### src/pkt_client_pkg.sv
// package for the packet client: register map, field layouts, carriers
// assumes a 32-bit memory-mapped host and a 256-bit streaming mac client
// Notes on behaviour
// - fixed frame length programmable from 33 up to 32768 bytes
// - fixed generator runs continuous or sends a limited burst
// - payload is an incrementing pattern or a programmable fixed word
// - monitor checks sequence number and length against expected, flags mismatches
// - frames move to and from the mac on 256-bit streams, one each way
// - configuration and status reached over a 32-bit memory-mapped slave
// - generator can also produce frames of random length
// - monitor parses every received frame and checks its integrity
package pkt_client_pkg;
    localparam int DATA_W   = 256;
    localparam int EMPTY_W  = 5;
    localparam int ADDR_W   = 4;
    localparam int LEN_W    = 16;

    // word addresses on the host port
    localparam logic [ADDR_W-1:0] REG_CTRL     = 4'h0;
    localparam logic [ADDR_W-1:0] REG_LEN      = 4'h1;
    localparam logic [ADDR_W-1:0] REG_BURST    = 4'h2;
    localparam logic [ADDR_W-1:0] REG_PAYLOAD  = 4'h3;
    localparam logic [ADDR_W-1:0] REG_SEQ0     = 4'h4;
    localparam logic [ADDR_W-1:0] REG_STATUS   = 4'h5;
    localparam logic [ADDR_W-1:0] REG_TX_CNT   = 4'h6;
    localparam logic [ADDR_W-1:0] REG_RX_CNT   = 4'h7;
    localparam logic [ADDR_W-1:0] REG_ERR_INT  = 4'h8;
    localparam logic [ADDR_W-1:0] REG_ERR_SEQ  = 4'h9;
    localparam logic [ADDR_W-1:0] REG_ERR_LEN  = 4'ha;

    // ctrl fields
    localparam int CTRL_START  = 0;
    localparam int CTRL_STOP   = 1;
    localparam int CTRL_BURST  = 2;
    localparam int CTRL_FIXPL  = 3;
    localparam int CTRL_RANDOM = 4;
    localparam int CTRL_CLR    = 5;

    localparam logic [LEN_W-1:0] LEN_MIN   = 16'd33;
    localparam logic [LEN_W-1:0] LEN_MAX   = 16'd32768;
    localparam logic [LEN_W-1:0] LEN_RESET = 16'd64;
    localparam logic [LEN_W-1:0] RAND_MIN  = 16'd64;
    localparam logic [15:0]      LFSR_SEED = 16'hace1;
    localparam logic [31:0]      PAYLOAD_RESET = 32'h0000_0000;
    localparam logic [31:0]      BURST_RESET   = 32'h0000_0010;

    typedef struct packed {
        logic [DATA_W-1:0]  data;
        logic               sop;
        logic               eop;
        logic [EMPTY_W-1:0] empty;
        logic               error;
    } beat_s;

    localparam int BEAT_W = $bits(beat_s);
endpackage

### src/pkt_client.sv
// packet client top: generator, monitor, tx fifo and host register slave
// assumes a 32-bit host master with waitrequest and a 256-bit mac client
module pkt_client
    import pkt_client_pkg::*;
(
    input  wire logic                  clk,
    input  wire logic                  rstn,
    input  wire logic [ADDR_W+1:0]     address,
    input  wire logic                  read,
    input  wire logic                  write,
    input  wire logic [3:0]            byteenable,
    input  wire logic [31:0]           writedata,
    output logic      [31:0]           readdata,
    output logic                       waitrequest,
    output pkt_client_pkg::beat_s      tx_beat,
    output logic                       tx_valid,
    input  wire logic                  tx_ready,
    input  pkt_client_pkg::beat_s      rx_beat,
    input  wire logic                  rx_valid,
    output logic                       rx_ready
);
    typedef enum logic [1:0] {G_IDLE, G_HEAD, G_BODY} gen_e;

    gen_e             st_q, st_d;
    logic [31:0]      ctrl_q, ctrl_d, burst_q, burst_d, pay_q, pay_d, seq0_q, seq0_d;
    logic [LEN_W-1:0] len_q, len_d, flen_q, flen_d, left_q, left_d;
    logic [31:0]      seq_q, seq_d, sent_q, sent_d, txc_q, txc_d;
    logic [15:0]      lfsr_q, lfsr_d;
    logic [7:0]       inc_q, inc_d;
    logic             run_q, run_d, done_q, done_d, ack_q, ack_d;
    logic [31:0]      rd_q, rd_d;
    beat_s            gb;
    logic             gvalid, gready, fire;
    logic             start_p, stop_p, clr_p, wr_ok;
    logic [31:0]      wmask;
    logic [31:0]      rx_cnt, err_int, err_seq, err_len;
    logic [LEN_W-1:0] rlen;
    logic [ADDR_W-1:0] widx;

    // bus slave answers one cycle after request, waitrequest low then
    assign waitrequest = (read || write) && !ack_q;
    assign wr_ok       = write && ack_q;
    assign widx        = address[ADDR_W+1:2];
    assign wmask       = {{8{byteenable[3]}}, {8{byteenable[2]}}, {8{byteenable[1]}}, {8{byteenable[0]}}};
    assign start_p     = wr_ok && widx == REG_CTRL && byteenable[0] && writedata[CTRL_START];
    assign stop_p      = wr_ok && widx == REG_CTRL && byteenable[0] && writedata[CTRL_STOP];
    assign clr_p       = wr_ok && widx == REG_CTRL && byteenable[0] && writedata[CTRL_CLR];
    assign readdata    = rd_q;

    always_comb begin
        ctrl_d = ctrl_q;
        len_d  = len_q;
        burst_d = burst_q;
        pay_d  = pay_q;
        seq0_d = seq0_q;
        ack_d  = (read || write) && !ack_q;
        rd_d   = rd_q;
        if (wr_ok) begin
            if (widx == REG_CTRL) begin
                ctrl_d = (writedata & wmask & 32'h0000_001c) | (ctrl_q & ~(wmask & 32'h0000_001c));
            end else if (widx == REG_LEN) begin
                // clamp into the legal fixed length range
                if ((writedata[LEN_W:0] & wmask[LEN_W:0]) < {1'b0, LEN_MIN}) begin
                    len_d = LEN_MIN;
                end else if ((writedata[LEN_W:0] & wmask[LEN_W:0]) > {1'b0, LEN_MAX}) begin
                    len_d = LEN_MAX;
                end else begin
                    len_d = LEN_W'(writedata[LEN_W:0] & wmask[LEN_W:0]);
                end
            end else if (widx == REG_BURST) begin
                burst_d = (writedata & wmask) | (burst_q & ~wmask);
            end else if (widx == REG_PAYLOAD) begin
                pay_d = (writedata & wmask) | (pay_q & ~wmask);
            end else if (widx == REG_SEQ0) begin
                seq0_d = (writedata & wmask) | (seq0_q & ~wmask);
            end
        end
        if (read && !ack_q) begin
            if (widx == REG_CTRL) begin
                rd_d = ctrl_q;
            end else if (widx == REG_LEN) begin
                rd_d = {16'h0000, len_q};
            end else if (widx == REG_BURST) begin
                rd_d = burst_q;
            end else if (widx == REG_PAYLOAD) begin
                rd_d = pay_q;
            end else if (widx == REG_SEQ0) begin
                rd_d = seq0_q;
            end else if (widx == REG_STATUS) begin
                rd_d = {30'h0, done_q, run_q};
            end else if (widx == REG_TX_CNT) begin
                rd_d = txc_q;
            end else if (widx == REG_RX_CNT) begin
                rd_d = rx_cnt;
            end else if (widx == REG_ERR_INT) begin
                rd_d = err_int;
            end else if (widx == REG_ERR_SEQ) begin
                rd_d = err_seq;
            end else if (widx == REG_ERR_LEN) begin
                rd_d = err_len;
            end else begin
                rd_d = 32'h0000_0000;
            end
        end
    end

    // random length from lfsr, folded into 64..1087 bytes
    assign rlen = LEN_W'(RAND_MIN + {6'h00, lfsr_q[9:0]});
    assign fire = gvalid && gready;

    always_comb begin
        st_d   = st_q;
        run_d  = run_q;
        done_d = done_q;
        seq_d  = seq_q;
        sent_d = sent_q;
        txc_d  = clr_p ? 32'h0 : txc_q;
        flen_d = flen_q;
        left_d = left_q;
        inc_d  = inc_q;
        lfsr_d = {lfsr_q[14:0], lfsr_q[15] ^ lfsr_q[13] ^ lfsr_q[12] ^ lfsr_q[10]};
        gvalid = 1'b0;
        gb     = '0;
        if (start_p) begin
            run_d  = 1'b1;
            done_d = 1'b0;
            sent_d = '0;
            seq_d  = seq0_q;
        end
        if (stop_p) begin
            run_d = 1'b0;
        end
        case (st_q)
            G_IDLE: begin
                if (run_q && !stop_p) begin
                    flen_d = ctrl_q[CTRL_RANDOM] ? rlen : len_q;
                    st_d   = G_HEAD;
                end
            end
            G_HEAD, G_BODY: begin
                gvalid = 1'b1;
                gb.sop = (st_q == G_HEAD);
                for (int i = 0; i < DATA_W / 8; i++) begin
                    // payload pattern: incrementing bytes or fixed word
                    gb.data[i*8 +: 8] = ctrl_q[CTRL_FIXPL] ? pay_q[(i%4)*8 +: 8] : 8'(inc_q + 8'(i));
                end
                if (st_q == G_HEAD) begin
                    gb.data[47:0] = {flen_q, seq_q};
                end
                gb.eop   = (st_q == G_HEAD ? flen_q : left_q) <= LEN_W'(32);
                gb.empty = gb.eop ? EMPTY_W'(6'd32 - 6'((st_q == G_HEAD ? flen_q : left_q))) : '0;
                if (fire) begin
                    inc_d  = 8'(inc_q + 8'd32);
                    left_d = LEN_W'((st_q == G_HEAD ? flen_q : left_q) - LEN_W'(32));
                    st_d   = G_BODY;
                    if (gb.eop) begin
                        st_d   = G_IDLE;
                        seq_d  = seq_q + 32'd1;
                        txc_d  = txc_d + 32'd1;
                        sent_d = sent_q + 32'd1;
                        // burst stops at the count, continuous keeps going
                        if (ctrl_q[CTRL_BURST] && sent_q + 32'd1 >= burst_q) begin
                            run_d  = 1'b0;
                            done_d = 1'b1;
                        end
                    end
                end
            end
            default: st_d = G_IDLE;
        endcase
    end

    always_ff @(posedge clk or negedge rstn) begin
        if (!rstn) begin
            ctrl_q  <= '0;
            len_q   <= LEN_RESET;
            burst_q <= BURST_RESET;
            pay_q   <= PAYLOAD_RESET;
            seq0_q  <= '0;
            ack_q   <= 1'b0;
            rd_q    <= '0;
            st_q    <= G_IDLE;
            run_q   <= 1'b0;
            done_q  <= 1'b0;
            seq_q   <= '0;
            sent_q  <= '0;
            txc_q   <= '0;
            flen_q  <= LEN_RESET;
            left_q  <= '0;
            inc_q   <= '0;
            lfsr_q  <= LFSR_SEED;
        end else begin
            ctrl_q  <= ctrl_d;
            len_q   <= len_d;
            burst_q <= burst_d;
            pay_q   <= pay_d;
            seq0_q  <= seq0_d;
            ack_q   <= ack_d;
            rd_q    <= rd_d;
            st_q    <= st_d;
            run_q   <= run_d;
            done_q  <= done_d;
            seq_q   <= seq_d;
            sent_q  <= sent_d;
            txc_q   <= txc_d;
            flen_q  <= flen_d;
            left_q  <= left_d;
            inc_q   <= inc_d;
            lfsr_q  <= lfsr_d;
        end
    end

    // 256-bit transmit stream through the fifo
    pkt_fifo #(
        .WIDTH (BEAT_W),
        .DEPTH (8)
    ) u_tx_fifo (
        .clk       (clk),
        .rstn      (rstn),
        .in_data   (gb),
        .in_valid  (gvalid),
        .in_ready  (gready),
        .out_data  (tx_beat),
        .out_valid (tx_valid),
        .out_ready (tx_ready)
    );

    // 256-bit receive stream into the monitor
    pkt_mon u_mon (
        .clk       (clk),
        .rstn      (rstn),
        .rx_beat   (rx_beat),
        .rx_valid  (rx_valid),
        .rx_ready  (rx_ready),
        .clr       (clr_p),
        .seq_first (seq0_q),
        .rx_cnt    (rx_cnt),
        .err_int   (err_int),
        .err_seq   (err_seq),
        .err_len   (err_len)
    );

    // register and bus checks
    a_len_in_range: assert property (@(posedge clk) disable iff (!rstn)
        len_q >= LEN_MIN && len_q <= LEN_MAX) else $error("fixed length out of range");

    a_bus_one_wait: assert property (@(posedge clk) disable iff (!rstn)
        (read && !ack_q) |=> !waitrequest || !read) else $error("slave answer late");

    a_status_read: assert property (@(posedge clk) disable iff (!rstn)
        (read && !ack_q && widx == REG_STATUS) |=> readdata == {30'h0, $past(done_q), $past(run_q)})
        else $error("status read wrong");

    // generator mode checks
    a_burst_stops: assert property (@(posedge clk) disable iff (!rstn)
        (fire && gb.eop && ctrl_q[CTRL_BURST] && sent_q + 32'd1 >= burst_q && !start_p)
        |=> !run_q && done_q) else $error("burst did not stop");

    a_tx_count: assert property (@(posedge clk) disable iff (!rstn)
        (fire && gb.eop && !clr_p) |=> txc_q == $past(txc_q) + 32'd1)
        else $error("sent frame not counted");

    a_cont_runs: assert property (@(posedge clk) disable iff (!rstn)
        (fire && gb.eop && !ctrl_q[CTRL_BURST] && run_q && !stop_p) |=> run_q) else $error("continuous stopped");

    a_stop_halts: assert property (@(posedge clk) disable iff (!rstn)
        stop_p |=> !run_q)
        else $error("stop ignored");

    a_frame_gap: assert property (@(posedge clk) disable iff (!rstn)
        (fire && gb.eop) |=> !gvalid)
        else $error("no idle cycle after frame");

    // payload and length checks
    a_head_seq: assert property (@(posedge clk) disable iff (!rstn)
        (gvalid && gb.sop) |-> gb.data[31:0] == seq_q) else $error("header sequence wrong");

    a_fixed_payload: assert property (@(posedge clk) disable iff (!rstn)
        (gvalid && !gb.sop && ctrl_q[CTRL_FIXPL]) |-> gb.data[31:0] == pay_q) else $error("payload not fixed");

    a_inc_step: assert property (@(posedge clk) disable iff (!rstn)
        (gvalid && !gb.sop && !ctrl_q[CTRL_FIXPL]) |-> gb.data[15:8] == 8'(gb.data[7:0] + 8'd1))
        else $error("payload not incrementing");

    a_random_len: assert property (@(posedge clk) disable iff (!rstn)
        (st_q == G_IDLE && run_q && !stop_p && ctrl_q[CTRL_RANDOM]) |=> flen_q >= RAND_MIN)
        else $error("random length too small");

    a_random_max: assert property (@(posedge clk) disable iff (!rstn)
        (st_q == G_IDLE && run_q && !stop_p && ctrl_q[CTRL_RANDOM]) |=> flen_q < RAND_MIN + 16'd1024)
        else $error("random length too large");

    // stream checks
    a_stall_holds: assert property (@(posedge clk) disable iff (!rstn)
        (tx_valid && !tx_ready) |=> tx_valid && $stable(tx_beat)) else $error("tx beat dropped");

    a_body_full: assert property (@(posedge clk) disable iff (!rstn)
        (tx_valid && !tx_beat.eop) |-> tx_beat.empty == EMPTY_W'(0))
        else $error("empty set on inner beat");

    c_burst_done: cover property (@(posedge clk) disable iff (!rstn) $rose(done_q));
    c_tx_stall: cover property (@(posedge clk) disable iff (!rstn) !gready && gvalid);
    c_multi_beat: cover property (@(posedge clk) disable iff (!rstn) fire && !gb.sop && gb.eop);
    c_cont_stop: cover property (@(posedge clk) disable iff (!rstn) stop_p && run_q && !ctrl_q[CTRL_BURST]);
endmodule

### src/pkt_fifo.sv
// synchronous fifo with valid/ready on both sides
// assumes one clock; read data come from a register
module pkt_fifo #(
    parameter int WIDTH = 8,
    parameter int DEPTH = 8
) (
    input  wire logic             clk,
    input  wire logic             rstn,
    input  wire logic [WIDTH-1:0] in_data,
    input  wire logic             in_valid,
    output logic                  in_ready,
    output logic      [WIDTH-1:0] out_data,
    output logic                  out_valid,
    input  wire logic             out_ready
);
    localparam int AW = $clog2(DEPTH);

    logic [WIDTH-1:0] mem [DEPTH];
    logic [AW-1:0]    wr_q, wr_d, rd_q, rd_d;
    logic [AW:0]      cnt_q, cnt_d;
    logic [WIDTH-1:0] out_q, out_d;
    logic             ov_q, ov_d;
    logic             push, pop, load;

    assign in_ready  = (cnt_q != (AW+1)'(DEPTH));
    assign push      = in_valid && in_ready;
    assign load      = (cnt_q != '0) && (!ov_q || out_ready);
    assign pop       = load;
    assign out_valid = ov_q;
    assign out_data  = out_q;

    always_comb begin
        wr_d  = push ? AW'(wr_q + 1'b1) : wr_q;
        rd_d  = pop ? AW'(rd_q + 1'b1) : rd_q;
        cnt_d = (AW+1)'(cnt_q + (push ? 1'b1 : 1'b0) - (pop ? 1'b1 : 1'b0));
        out_d = load ? mem[rd_q] : out_q;
        ov_d  = load ? 1'b1 : (out_ready ? 1'b0 : ov_q);
    end

    always_ff @(posedge clk) begin
        if (push) begin
            mem[wr_q] <= in_data;
        end
    end

    always_ff @(posedge clk or negedge rstn) begin
        if (!rstn) begin
            wr_q  <= '0;
            rd_q  <= '0;
            cnt_q <= '0;
            out_q <= '0;
            ov_q  <= 1'b0;
        end else begin
            wr_q  <= wr_d;
            rd_q  <= rd_d;
            cnt_q <= cnt_d;
            out_q <= out_d;
            ov_q  <= ov_d;
        end
    end

    a_fifo_no_overflow: assert property (@(posedge clk) disable iff (!rstn)
        cnt_q <= (AW+1)'(DEPTH)) else $error("fifo count above depth");
endmodule

### src/pkt_mon.sv
// receive monitor: parses frames, checks integrity, sequence and length
// assumes the mac has stripped crc and preamble; frame starts with a
// 32-bit sequence in the low word and a 16-bit length in the next bits
module pkt_mon
    import pkt_client_pkg::*;
(
    input  wire logic        clk,
    input  wire logic        rstn,
    input  pkt_client_pkg::beat_s rx_beat,
    input  wire logic        rx_valid,
    output logic             rx_ready,
    input  wire logic        clr,
    input  wire logic [31:0] seq_first,
    output logic [31:0]      rx_cnt,
    output logic [31:0]      err_int,
    output logic [31:0]      err_seq,
    output logic [31:0]      err_len
);
    logic [31:0]      exp_q, exp_d, rc_q, rc_d, ei_q, ei_d, es_q, es_d, el_q, el_d;
    logic [LEN_W-1:0] hdr_q, hdr_d, acc_q, acc_d;
    logic             in_q, in_d;
    logic [LEN_W-1:0] total;
    logic             take;

    assign rx_ready = 1'b1;
    assign take     = rx_valid;
    assign total    = LEN_W'(acc_q + LEN_W'(6'd32 - {1'b0, rx_beat.empty}));

    always_comb begin
        exp_d = exp_q;
        rc_d  = rc_q;
        ei_d  = ei_q;
        es_d  = es_q;
        el_d  = el_q;
        hdr_d = hdr_q;
        acc_d = acc_q;
        in_d  = in_q;
        if (clr) begin
            exp_d = seq_first;
            rc_d  = '0;
            ei_d  = '0;
            es_d  = '0;
            el_d  = '0;
            in_d  = 1'b0;
        end else if (take) begin
            // integrity: framing order and mac error flag
            if ((rx_beat.sop && in_q) || (!rx_beat.sop && !in_q) || (rx_beat.eop && rx_beat.error)) begin
                ei_d = ei_q + 32'd1;
            end
            if (rx_beat.sop) begin
                // sequence check against expected
                if (rx_beat.data[31:0] != exp_q) begin
                    es_d = es_q + 32'd1;
                end
                exp_d = rx_beat.data[31:0] + 32'd1;
                hdr_d = rx_beat.data[47:32];
                acc_d = '0;
                in_d  = 1'b1;
            end
            if (rx_beat.eop) begin
                rc_d = rc_q + 32'd1;
                in_d = 1'b0;
                // length check against header
                if ((rx_beat.sop ? LEN_W'(6'd32 - {1'b0, rx_beat.empty}) : total) != (rx_beat.sop ? rx_beat.data[47:32] : hdr_q)) begin
                    el_d = el_q + 32'd1;
                end
            end else begin
                acc_d = rx_beat.sop ? LEN_W'(32) : LEN_W'(acc_q + LEN_W'(32));
            end
        end
    end

    always_ff @(posedge clk or negedge rstn) begin
        if (!rstn) begin
            exp_q <= '0;
            rc_q  <= '0;
            ei_q  <= '0;
            es_q  <= '0;
            el_q  <= '0;
            hdr_q <= '0;
            acc_q <= '0;
            in_q  <= 1'b0;
        end else begin
            exp_q <= exp_d;
            rc_q  <= rc_d;
            ei_q  <= ei_d;
            es_q  <= es_d;
            el_q  <= el_d;
            hdr_q <= hdr_d;
            acc_q <= acc_d;
            in_q  <= in_d;
        end
    end

    assign rx_cnt  = rc_q;
    assign err_int = ei_q;
    assign err_seq = es_q;
    assign err_len = el_q;

    a_mon_count_eop: assert property (@(posedge clk) disable iff (!rstn)
        (rx_valid && rx_beat.eop && !clr) |=> rc_q == $past(rc_q) + 32'd1) else $error("frame not counted");
    a_mon_seq_err: assert property (@(posedge clk) disable iff (!rstn)
        (rx_valid && rx_beat.sop && !clr && rx_beat.data[31:0] != exp_q) |=> es_q != $past(es_q))
        else $error("sequence mismatch missed");
    a_mon_int_err: assert property (@(posedge clk) disable iff (!rstn)
        (rx_valid && !rx_beat.sop && !in_q && !clr) |=> ei_q == $past(ei_q) + 32'd1)
        else $error("orphan beat not flagged");
    c_mon_frame: cover property (@(posedge clk) disable iff (!rstn) rx_valid && rx_beat.eop && !rx_beat.sop);
endmodule
### config.mk
export PLATFORM = sky130hd
export DESIGN_NAME = pkt_client
export DESIGN_NICKNAME = d
export VERILOG_FILES = /design/src/pkt_client_pkg.sv /design/src/pkt_client.sv /design/src/pkt_fifo.sv /design/src/pkt_mon.sv
export SDC_FILE = /design/constraint.sdc
export NUM_CORES = 2
export LEC_CHECK = 0
export BUFFER_PORTS_ARGS = -buffer_cell sky130_fd_sc_hd__buf_4
export CAP_MARGIN = 20
export CORE_AREA = 2 2 438 440
export DETAILED_ROUTE_END_ITERATION = 8
export DIE_AREA = 0 0 440 442
export GPL_ROUTABILITY_DRIVEN = 0
export PLACE_DENSITY = 0.55
export SLEW_MARGIN = 20
export SYNTH_ARGS = -nofsm -noshare
export SYNTH_HDL_FRONTEND = slang
export SYNTH_SLANG_ARGS = --single-unit
### constraint.sdc
create_clock -name clk -period 11.2 [get_ports clk]
set_input_delay 1.68 -clock clk [delete_from_list [all_inputs] [get_ports clk]]
set_output_delay 1.68 -clock clk [all_outputs]
set_load 0.005 [all_outputs]
After elaboration in Yosys (flattened, before gate mapping)
Memory sizes are Yosys's and may differ from the RTL's. A register that Yosys moved wholly into a read port is not among the register bits.
Cells that the tools add are included.
{"block": "word_totals", "regBits": 801, "ram_bits": 2104, "inputBits": 312, "output_inout_bits": 299, "word_cells": 286, "mem_count": 1}
{"name": "u_tx_fifo.mem", "words": 8, "word_bits": 263, "rd": 1, "rd_clocked_by_memory_dff": 1, "wr": 1, "line": "pkt_fifo.sv:18", "rtl": "logic [WIDTH-1:0] mem [DEPTH];"}
{"block": "op_classes", "add_sub_neg": 50, "order_cmp": 4, "eq_ne": 18, "n_mux": 110, "bitwise": 20, "reduce_logical": 53}
{"op": "two-way mux 32 bit", "n": 40}
{"op": "two-way mux 263 bit", "n": 1}
{"op": "adder 32 x 1 -> 32 bit (second input constant)", "n": 8}
{"op": "two-way mux 8 bit", "n": 32}
{"op": "AND 32 bit", "n": 5}
{"op": "two-way mux 16 bit", "n": 9}
{"op": "adder 8 x 5 -> 8 bit (second input constant)", "n": 16}
{"op": "bitwise OR 32 bit", "n": 3}
{"op": "adder 8 x 4 -> 8 bit (second input constant)", "n": 8}
{"op": "two-way mux 48 bit", "n": 1}
{"op": "adder 8 x 3 -> 8 bit (second input constant)", "n": 4}
{"op": ">= comparator 32 bit", "n": 1}
{"op": "!= test 32 bit", "n": 1}
{"op": "inverter 32 bit", "n": 1}
{"op": "inverter 5 -> 32 bit", "n": 1}
{"op": "bitwise OR 5 x 32 -> 32 bit", "n": 1}
{"op": "two-way mux 1 bit", "n": 22}
{"op": "AND reduction 2 bit", "n": 9}
{"op": "AND 17 bit", "n": 1}
{"op": "greater-than comparator 17 x 16 -> 1 bit (second input constant)", "n": 1}
{"op": "less-than comparator 17 x 6 -> 1 bit (second input constant)", "n": 1}
{"op": "adder 16 bit", "n": 1}
{"op": "adder 16 x 6 -> 16 bit (second input constant)", "n": 1}
{"op": "adder 8 x 2 -> 8 bit (second input constant)", "n": 2}
{"op": "other kinds (38)", "n": 85}

Logic depth before layout (Yosys ltp)
{"block": "logic_depth", "ltp_word": 12, "depth_mapped": 16, "ltp_nobuf": 16}

Hierarchy
From an unflattened synthesis, not the netlist that was laid out.
{"block": "hier_totals", "cells_unflattened": 8074, "hier_area_um2": 120529.3}
{"mod": "pkt_fifo", "n_inst": 1, "cells_each": 4813, "area_per_inst_um2": 91272.5, "seq_area_each_um2": 70302.4}
{"mod": "pkt_client", "n_inst": 1, "cells_each": 1994, "area_per_inst_um2": 18079.8, "seq_area_each_um2": 7495.9}
{"mod": "pkt_mon", "n_inst": 1, "cells_each": 1267, "area_per_inst_um2": 11177.0, "seq_area_each_um2": 4704.5}

Worst setup path before layout
No wires, ideal clock.
{"block": "synth_timing", "kind": "register to register", "from": "register st_q[1]", "to": "memory u_tx_fifo.mem[0][0] (netlist name), enable pin", "setup_ns": 0.800, "t_arrival_ns": 10.441, "required_time_ns": 10.400, "slack_ns": -0.041, "stages_incl_launch_ff": 6, "path_buffers": 1, "synth_period_minus_slack_ns": 11.241, "cell_sequence": "dfrtp_1 -> inv_1 -> ha_1 -> nand2_1 -> clkbuf_1 -> nor4_1"}
{"block": "synth_between", "elab_chain_cells": 6, "elab_cells_between_ends": 7, "cone_classes": "2 x eq/ne; 3 x mux; 2 x reduce/logical"}
{"element": "start, declared", "line": "pkt_client.sv:24", "rtl": "gen_e st_q, st_d;"}
{"element": "start signal, assigned", "line": "pkt_client.sv:200", "rtl": "st_q <= st_d;"}
{"element": "== test 2 x 1 -> 1 bit or == test 2 bit (tied branches)", "line": "pkt_client.sv:133", "rtl": "case (st_q)"}
{"element": "OR reduction 2 bit (*)", "line": "pkt_client.sv:133"}
{"element": "two-way mux 1 bit (*)", "line": "pkt_client.sv:133"}
{"element": "logical AND 1 bit (*)", "line": "pkt_fifo.sv:26", "rtl": "assign push = in_valid && in_ready;"}
{"element": "two-way mux 1 bit (*)", "line": "pkt_fifo.sv:41", "rtl": "if (push) begin"}
{"element": "two-way mux 1 bit (not written as such) (*)", "line": "pkt_fifo.sv:42", "rtl": "mem[wr_q] <= in_data;"}
{"element": "end, declared", "line": "pkt_fifo.sv:18"}
Mark *: on every way between the ends. The rest lies on a longest branch, timed or not.

Final worst setup path
{"block": "layout_timing", "from": "input address[3]", "to": "register u_mon.hdr_q[8]"}
{"block": "layout_between", "elab_chain_cells": 6}
{"element": "start, declared", "line": "pkt_client.sv:8", "rtl": "input wire logic [ADDR_W+1:0] address,"}
{"element": "logical NOT 4 bit", "line": "pkt_client.sv:47", "rtl": "assign clr_p = wr_ok && widx == REG_CTRL && byteenable[0] && writedata[CTRL_CLR];"}
{"element": "logical AND 1 bit (3 in series)", "line": "pkt_client.sv:47"}
{"element": "inverter 1 bit (no source line)"}
{"element": "AND reduction 2 bit (no source line)"}
{"element": "end signal, assigned", "line": "pkt_mon.sv:89", "rtl": "hdr_q <= hdr_d;"}
{"element": "end, declared", "line": "pkt_mon.sv:20", "rtl": "logic [LEN_W-1:0] hdr_q, hdr_d, acc_q, acc_d;"}
No other way between the ends.
A chain may end at the register's enable or synchronous reset.

==> run summary <==
YOSYS
--------------------------------------------------------------------------------------
Synthesized Nets                                                                  5102
Synthesized area per cell                                                     13.2 µm²
Register bit total from synthesis                                                 1389
Share of the yosys chip area belonging to registers                              0.622
Netlist area before placement                                                62200 µm²
Area share of the leading cell type in the synthesized netlist                   0.382
YS warnings                                                                          0
Post-synth top area cell                                                      edfxtp_1
Prevailing post-synth register cell                                           edfxtp_1
Top cells by count, synth                                                 edfxtp_1 (792), dfrtp_1 (586), nor2_1 (389), nand2_1 (387), a21oi_1 (276)
Dominant cells by area after synthesis                                    edfxtp_1 (38%), dfrtp_1 (24%), mux4_2 (7.2%)
EDFF count, synth                                                                  792
Cell with the most instances after synthesis                                  edfxtp_1
Mapped Cells                                                                      4732
Fraction of registers with async set or reset after synthesis                    0.430
Number of distinct library cells after synthesis                                    85

FLOORPLAN
--------------------------------------------------------------------------------------
Number of placement rows                                                           160
Die W                                                                           440 µm
Effective utilization at floorplan                                               0.328
Die Area                                                                    194000 µm²
Top Ports                                                                          611
Floorplan Core Area                                                         190000 µm²
Die outline height                                                              442 µm

PLACEMENT
--------------------------------------------------------------------------------------
Placed wire-length estimate after detailed placement                            120 mm
Setup slack at placement                                                       5.35 ns
# placed instances                                                                7307
Port Buf Inserts                                                                   398

LAYOUT
--------------------------------------------------------------------------------------
Area Overhead vs Synth                                                           15.9%
Post-Layout Cell Count                                                            7601
Proportion of layout cells with a drive suffix above 1                           0.212
Utilization of the core after routing                                            0.380
Nets                                                                              5324

GLOBAL ROUTE
--------------------------------------------------------------------------------------
Initial antenna violation count                                                     23
Via count of the first global-routing pass                                       38000
Wire length of the first global-routing pass                                    261 mm
Pin count of the biggest net entering global routing                               141
Global-route total usage across every layer                                      0.180
Total overflow reported by the global router                                         0

ROUTING
--------------------------------------------------------------------------------------
Wire length after detailed routing                                              177 mm
Vias per inst                                                                     5.17
Via count                                                                        39300
Post-route ant nets                                                                  0
Number of detailed-route iterations in the first pass                                9
Number of DRC violations after detailed-routing iteration 0                       3505
Routed wire per std cell                                                       23.3 µm
Final routed DRC violation total                                                     0

RUN STATUS
--------------------------------------------------------------------------------------
Run status                                                                finished, final reports clean

WORST SETUP PATH
--------------------------------------------------------------------------------------
Cells along the critical path                                             buf_4 -> or4_1 -> nor3_4 -> buf_4 -> buf_4 -> buf_4 -> nor2_1 -> buf_4 -> nand2_1 -> o21ai_0
Crit Path Class                                                           input port to flip-flop
Data arrival time of the worst path                                            5.70 ns
Critical Path Start Type                                                    input port
Crit end category                                                            flip-flop
Critical Path RT                                                              11.85 ns
Worst-case reg-to-reg path depth                                                    12
Maximum fanout encountered on the critical timing path                              83
Delay of the slowest cell on the worst path                                    0.79 ns
Library cell contributing the largest single delay on the critical path          buf_4
Most used cell along the critical path                                           buf_4

TIMING
--------------------------------------------------------------------------------------
Setup violators final                                                                0
Sum of negative setup slack                                                       0 ns
Minimum setup slack in the final design                                        6.16 ns
Share of the clock period used by the worst path after layout                    0.450
Unrepaired setup endpoints after global routing                                  false
Final critical delay including setup and external delays                       5.04 ns
Final Max Slew Viols                                                                 0
Maximum clock frequency                                                      0.198 GHz
Setup skew after layout                                                      0.0516 ns
Slew at the pin closest to its max-slew limit                                  1.15 ns
Final hold slack                                                              0.336 ns
Max-slew headroom at the worst pin                                               0.232
Total count of hold-check failures in the final report                               0

CLOCK TREE
--------------------------------------------------------------------------------------
Maximum root-to-sink buffer count                                                    3
Total number of clock tree sinks                                                  1389
Post-CTS setup buffer count                                                          0
Number of buffers inserted for hold repair after clock tree synthesis                0
Total clock buffers created by CTS                                                 153
H-tree depth reported by CTS                                                         4
Buffer type at the clock tree root                                           clkbuf_16
Clock network latency to the later pin of the worst-skew pair                  0.81 ns
Clock tree from TritonCTS                                                          yes
Post-cts gate resize count                                                           0
Worst-path clk slew                                                            0.06 ns

RUN
--------------------------------------------------------------------------------------
Max capacitance violation total                                                      0

POWER AND IR DROP
--------------------------------------------------------------------------------------
VDD IR-drop max                                                             0.000141 V
Static power due to leakage                                                    27.6 nW
Power per cell area                                                         248 nW/µm²

HOLD PATH
--------------------------------------------------------------------------------------
Worst hold-check path type                                                flip-flop to flip-flop
Hold Crit Depth                                                                      0

-- cell usage in the layout, fill, tap and decap left out, types with 60 or more instances in the layout --
cell and instances:
or3_1 64, and3_1 64, nand4_1 60, o21ai_0 231
edfxtp_1 792, clkbuf_16 154, mux4_2 198, xor2_1 123
nor2_1 383, buf_4 467, xnor2_1 126, nand2_1 386
a21oi_1 274, nand3_1 108, inv_1 132, dfrtp_1 582
mux2i_1 158, mux2_2 103
-- flip-flops by register name, summed over array words and instances (netlist names), 4 cells and up --
register,flops
u_tx_fifo.mem,792
u_tx_fifo.out_data,99
burst_q,32
pay_q,32
readdata,32
sent_q,32
seq0_q,32
seq_q,32
txc_q,32
u_mon.err_int,32
u_mon.err_len,32
u_mon.err_seq,32
u_mon.exp_q,32
u_mon.rx_cnt,32
flen_q,16
left_q,16
len_q,16
lfsr_q,16
u_mon.hdr_q,16
u_mon.acc_q,11
u_tx_fifo.cnt_q,4
-- metrics by stage --
stage	power, mW	cell area, µm²
2_1_floorplan	11.0	62300
3_3_place_gp	12.9	66900
3_5_place_dp	13.0	66900
4_1_cts	18.1	72000
5_1_grt	18.8	72100
6_report	17.9	72100
-- cell families (layout without fill, tap and decap cells) --
| family | Yosys count | count (layout) | share of synthesized area |
|---|---|---|---|
| AND/OR/NAND/NOR | 1243 | 1243 | 0.0937 |
| other | 2 | 9 | 0.000121 |
| XOR/XNOR | 249 | 249 | 0.0350 |
| multiplexers | 459 | 459 | 0.116 |
| AO/OA/AOI/OAI | 793 | 793 | 0.0784 |
| flip-flops | 1389 | 1389 | 0.622 |
| buffers and inverters | 539 | 890 | 0.0430 |
| adder cells (fa/ha/maj) | 58 | 58 | 0.0118 |
-- power breakdown --
group	internal, mW	switching [mW]	total, mW
Combinational	2.32	2.95	5.27
Sequential	6.78	0.780	7.56
Clock	2.88	2.17	5.05
Total	12.0	5.91	17.9
-- layer usage --
layer / vias to the layer above / routed length, µm / GRT usage
li1: 17700 / - / -
met1: 20100 / 77800 / 0.252
met2: 1279 / 84700 / 0.287
met3: 239 / 10000 / 0.0262
met4: 8 / 4790 / 0.0541
met5: - / 55 / 0
-- path summary, 6_finish.rpt --
| path | from | to | slack, ns |
|---|---|---|---|
| max in group asynchronous | rstn | u_mon.err_seq[6] | 7.95 |
| worst max-delay path | address[3] | u_mon.hdr_q[8] | 6.16 |
| worst min-delay path | lfsr_q[10] | lfsr_q[11] | 0.34 |
| worst min register to register | lfsr_q[10] | lfsr_q[11] | 0.34 |
| worst max register to register | st_q[1] | txc_q[28] | 6.28 |
| min in group asynchronous | rstn | u_tx_fifo.out_data[234] | 0.87 |
-- layout make-up --
| type | count | area, µm² |
|---|---|---|
| well taps | 2511 | 3140 |
| repair buffers | 473 | 3610 |
| clock buffers | 213 | 4290 |
| clock inverters | 71 | 833 |
| diodes | 7 | 17.5 |
| inverters | 133 | 499 |
| fillers | 18000 | 117000 |
| multi-input cells | 2804 | 21000 |
| flip-flops and latches | 1389 | 38700 |
-- critical path: cells and delay by family --
| family | cells | cell delay (ns) |
|---|---|---|
| AO/OA/AOI/OAI | 1 | 0.07 |
| buffers and inverters | 5 | 2.62 |
| AND/OR/NAND/NOR | 4 | 1.16 |
Note: power is estimated with default switching activity, not from simulation.
